**src/hdl/phy_status_summary_pkg.sv**
```systemverilog
// Purpose: constants for the low status summary register
// Assumes: management register index space of 5 bits
// Notes: bits 15:9 read as zero here
package phy_status_summary_pkg;
  localparam logic [4:0] ADDR_BASIC_STATUS = 5'h01;
  localparam logic [4:0] ADDR_AUTONEG_EXPANSION = 5'h06;
  localparam logic [4:0] ADDR_STATUS_SUMMARY = 5'h10;
  localparam logic [4:0] ADDR_INTERRUPT_STATUS = 5'h12;
  localparam int BIT_LINK = 0;
  localparam int BIT_SPEED10 = 1;
  localparam int BIT_DUPLEX = 2;
  localparam int BIT_LOOPBACK = 3;
  localparam int BIT_AN_DONE = 4;
  localparam int BIT_JABBER = 5;
  localparam int BIT_REMOTE_FAULT = 6;
  localparam int BIT_INT_PENDING = 7;
  localparam int BIT_PAGE_RX = 8;
  localparam int STATUS_BITS = 9;
  localparam logic [15:0] SUMMARY_RESET = 16'h0000;
endpackage

```
**src/hdl/phy_status_summary_low.sv**
```systemverilog
// Purpose: low nine bits of the status summary register
// Assumes: one management read per rd_strobe pulse, inputs synchronous
// Notes: sticky flags clear only on reset or on reads of their source registers
//
// How it works
// - bit 8 shows page received, sticky until read
// - page received sets on page, clears reading 06h
// - bit 7 pending interrupt, cleared reading 12h
// - remote fault sets on notice, clears reading 01h
// - bit 5 mirrors jabber flag at any speed
// - bit 4 shows auto-negotiation complete
// - bit 3 shows loopback enabled
// - bit 2 shows duplex, one is full
// - bit 1 shows speed, one is 10 Mb/s
// - bit 0 mirrors link flag, unchanged by read
`timescale 1ns/1ps
module phy_status_summary_low
  import phy_status_summary_pkg::*;
(
  input wire logic clk_sys,
  input wire logic arst_n,
  input wire logic rd_strobe,
  input wire logic wr_strobe,
  input wire logic [4:0] reg_addr,
  input wire logic page_rx_event,
  input wire logic interrupt_event,
  input wire logic remote_fault_event,
  input wire logic jabber_flag,
  input wire logic autoneg_done,
  input wire logic loopback_en,
  input wire logic full_duplex,
  input wire logic speed_10,
  input wire logic link_flag,
  output logic [15:0] rd_data,
  output logic [STATUS_BITS-1:0] status_bits
);

  // ***********************************************
  // clear decode
  // ***********************************************
  function automatic logic read_of(input logic rd, input logic [4:0] a, input logic [4:0] target);
    read_of = rd && (a == target);
  endfunction

  wire clr_page = read_of(rd_strobe, reg_addr, ADDR_AUTONEG_EXPANSION);
  wire clr_int = read_of(rd_strobe, reg_addr, ADDR_INTERRUPT_STATUS);
  wire clr_fault = read_of(rd_strobe, reg_addr, ADDR_BASIC_STATUS);
  wire sel_summary = read_of(rd_strobe, reg_addr, ADDR_STATUS_SUMMARY);

  logic page_rx;
  logic int_pending;
  logic remote_fault;

  // set wins over clear
  wire next_page_rx = page_rx_event | (page_rx & ~clr_page);
  wire next_int_pending = interrupt_event | (int_pending & ~clr_int);
  wire next_remote_fault = remote_fault_event | (remote_fault & ~clr_fault);

  logic [STATUS_BITS-1:0] next_status;
  always_comb begin
    next_status = '0;
    next_status[BIT_PAGE_RX] = next_page_rx;
    next_status[BIT_INT_PENDING] = next_int_pending;
    next_status[BIT_REMOTE_FAULT] = next_remote_fault;
    next_status[BIT_JABBER] = jabber_flag;
    next_status[BIT_AN_DONE] = autoneg_done;
    next_status[BIT_LOOPBACK] = loopback_en;
    next_status[BIT_DUPLEX] = full_duplex;
    next_status[BIT_SPEED10] = speed_10;
    next_status[BIT_LINK] = link_flag;
  end

  // ***********************************************
  // state and read port
  // ***********************************************
  // summary word, bits above the status field zero
  wire [15:0] next_rd_data = sel_summary ? {7'h00, status_bits} : SUMMARY_RESET;

  // wr_strobe watched by assertions only: register is read only
  always_ff @(posedge clk_sys or negedge arst_n) begin
    if (!arst_n) begin
      page_rx <= 1'b0;
      int_pending <= 1'b0;
      remote_fault <= 1'b0;
      status_bits <= '0;
      rd_data <= SUMMARY_RESET;
    end else begin
      page_rx <= next_page_rx;
      int_pending <= next_int_pending;
      remote_fault <= next_remote_fault;
      status_bits <= next_status;
      rd_data <= next_rd_data;
    end
  end
endmodule // phy_status_summary_low

```
**config.mk**
```make
export PLATFORM = sky130hd
export DESIGN_NAME = phy_status_summary_low
export DESIGN_NICKNAME = d
export VERILOG_FILES = /design/src/hdl/phy_status_summary_pkg.sv /design/src/hdl/phy_status_summary_low.sv
export SDC_FILE = /design/constraint.sdc
export NUM_CORES = 1
export LEC_CHECK = 0
export BUFFER_PORTS_ARGS = -buffer_cell sky130_fd_sc_hd__clkbuf_2
export CORE_MARGIN = 2
export CORE_UTILIZATION = 38
export DETAILED_ROUTE_END_ITERATION = 16
export GPL_TIMING_DRIVEN = 0
export PLACE_DENSITY = 0.84
export SLEW_MARGIN = 20
export SYNTH_ARGS = -nofsm -noshare
export SYNTH_HDL_FRONTEND = slang
export SYNTH_SLANG_ARGS = --single-unit
```
**constraint.sdc**
```tcl
create_clock -name clk_sys -period 0.8 [get_ports clk_sys]
set_clock_uncertainty 0.15 [all_clocks]
set_input_delay 0.04 -clock clk_sys [delete_from_list [all_inputs] [get_ports clk_sys]]
set_output_delay 0.04 -clock clk_sys [all_outputs]
set_load 0.01 [all_outputs]
```
==> results.yml <==
critical_path:
  cp_max_fo: 2
  max_stage_delay_ns: 0.41
  crit_path_end_kind: "output port"
  required_ns: 0.61
  cp_common_cell: "buf_6"
  crit_path_start_kind: "flop"
  cpMaxStageDelayCell: "dfrtp_1"
  cp_cell_sequence: "buf_6, buf_6"
  path_class: "flop to output port"
  cp.arrival_ns: 0.93
floorplan:
  fp.dieW_um: 48.7
  die_height_um: 48.7
  initial_utilization_pct: 39.6
  coreArea_um2: 1920
  rows: 16
  dieArea_um2: 2380
  io_pins: 43
power:
  power_density_nw_per_um2: 1340
  p_leak_uw: 0.000607
  ir_worst_vdd_mv: 0.625
timing:
  postLayoutSetupSlackWorst_ns: -0.321
  post-route-min-period_ns: 1.12
  fin_crit_sh_pct: 140
  hold_violations: 3
  max_freq_ghz: 0.892
  rsz0062_at_grt: "yes"
  setup_viol: 26
  holdWs_ns: -0.154
  drv_slew: 0
routing:
  wl_met1_um: 695
  firstDrtPassIters: 4
  ant_nets: 0
  top_layer: "met4"
  viasPerCell: 4.46
  drc: 0
  met2_length_um: 943
  wire_per_inst_um: 13.3
  wl_um: 1780
  via_count: 598
  met3_length_um: 117
  drt_iter0_drc: 6
yosys:
  synth_seq_cells: 18
  synth_compound_area_share_pct: 2.47
  synth_simple_gate_area_share_pct: 24.8
  synth_area_per_cell_um2: 14.9
  synth_area_um2: 761
  synth_top_family_by_area: "simple AND/OR/NAND/NOR gates"
  synthAdderAreaFrac_pct: 0
  synth_cells: 51
  synthXorXnorAreaFrac_pct: 0
  yosysUniqueCellTypes: 14
  muxShareOfSynthArea_pct: 0
  ys_warn_count: 0
  ys_seq_area_share_pct: 59.2
cells_and_area:
  nFillCells: 154
  drive_gt1_share_pct: 63.6
  final_cells: 134
  area_delta_synth_final_pct: 60.4
  nNetsFinal: 127
  design_area_um2: 1220
  antenna_cells: 0
outcome:
  status: "complete, but fails checks"
  violations: "negative hold slack, negative setup slack"
cts:
  numCtsBuffers: 3
  htreeDepth: 1
  cts_tree: "built"
  cts_hold_buf: 7
  clk_path_buf_depth: 2
  clk_latency_ns: 0.29
  clock-sinks: 18
  ctsRootBufferMaster: "clkbuf_4"
  clk_pin_slew_ns: 0.10
placement:
  place_area_um2: 996
  port_buffers: 34
  pre_cts_slack_ns: -0.222
  place_congestion: 0.677
  dp_cells: 118
  hpwl_um: 1120
hold_path:
  hold_class: "primary input to flop"
global_route:
  grt_max_degree: 19
  globalRouteOverflowTotal: 0
  grt_first_pass_wirelength_um: 2730
  grt_pass1_vias: 655
  antenna_found_initial: 0
  grtUsageTotal_pct: 14.8
job:
  cap_violations: 0
[worst paths after layout]
check                                   start              to  slack [ns]  cells after the start
min                        remote_fault_event  status_bits[6]       -0.15                      3
min reg2reg                    status_bits[4]      rd_data[4]        0.40                      1
min in group asynchronous              arst_n  status_bits[6]        0.10                      2
max                                   page_rx  status_bits[8]       -0.32                      2
max in group asynchronous              arst_n  status_bits[4]        0.09                      2
max reg2reg                           page_rx      rd_data[8]       -0.30                      3
[synth_stat cells]
master | n | area, µm²
nor3b_1 | 1 | 7.51
or3b_1 | 1 | 8.76
nor4b_2 | 9 | 135
a21oi_1 | 2 | 10.0
buf_4 | 11 | 82.6
nor4b_1 | 1 | 8.76
o22a_1 | 1 | 8.76
nor2_1 | 2 | 7.51
buf_2 | 1 | 5.00
nand4bb_1 | 1 | 11.3
dfrtp_1 | 18 | 450
nor4bb_1 | 1 | 10.0
buf_6 | 1 | 11.3
conb_1 | 1 | 3.75
[cell usage in the layout (no fill, tap or decap)]
| master | count |
|---|---|
| clkbuf_2 | 30 |
| dfrtp_1 | 18 |
| buf_4 | 13 |
| buf_6 | 9 |
| conb_1 | 7 |
| dlygate4sd3_1 | 7 |
| nor4b_4 | 5 |
| nor4b_2 | 5 |
| clkbuf_4 | 3 |
| nor2_2 | 2 |
| a21oi_1 | 2 |
| nand4bb_1 | 1 |
| nor3b_1 | 1 |
| nor4bb_1 | 1 |
| or3b_1 | 1 |
| o22a_1 | 1 |
| buf_2 | 1 |
[stage by stage]
stage	utilization [%]	TNS [ns]	power [µW]
2_1_floorplan	-	-0.142	1060
3_3_place_gp	51.8	-1.77	1150
3_5_place_dp	51.8	-2.15	1160
4_1_cts	59.0	-4.64	1610
5_1_grt	63.5	-6.08	1710
6_report	63.5	-5.16	1640
[cell families after synthesis]
kind of cell / count (synthesis)
flip-flops: 18
AND/OR/NAND/NOR: 16
buffers and inverters: 13
AO/OA/AOI/OAI: 3
other: 1
[registers in the layout (all words and copies together), names as in the netlist]
register and cells:
page_rx 1, rd_data 9, status_bits 8
[layer usage]
layer  vias to the layer above  global-route usage [%]
met1                       282                    14.3
li1                        279                       -
met5                         -                       0
met3                         4                    2.78
met2                        33                    29.9
met4                         0                    5.71
[worst max-delay path, delay by kind of cell, from the launching register on]
kind	cells	cell delay (ns)
buffers and inverters	2	0.23
DFF	1	0.41
[cell type report]
cell class	count	area, µm²	area share (%)
repair buffers	47	312	25.5
clock buffers	3	22.5	1.85
flip-flops and latches	18	450	36.9
plain buffers	13	113	9.23
multi-input cells	26	289	23.7
well taps	27	33.8	2.77
[timing repair]
action                     in CTS  in global routing
pin swaps                       1                  1
hold endpoints to repair       27                  3
buffers inserted                4                  3
resized for setup               3                 16
setup endpoints to repair      27                 30
[power by group]
group          switching (µW)  internal [µW]  leakage, µW
Combinational             128            135     0.000371
Sequential               11.0            930     0.000222
Clock                     258            175    0.0000138
(Power assumes the default switching activity.)
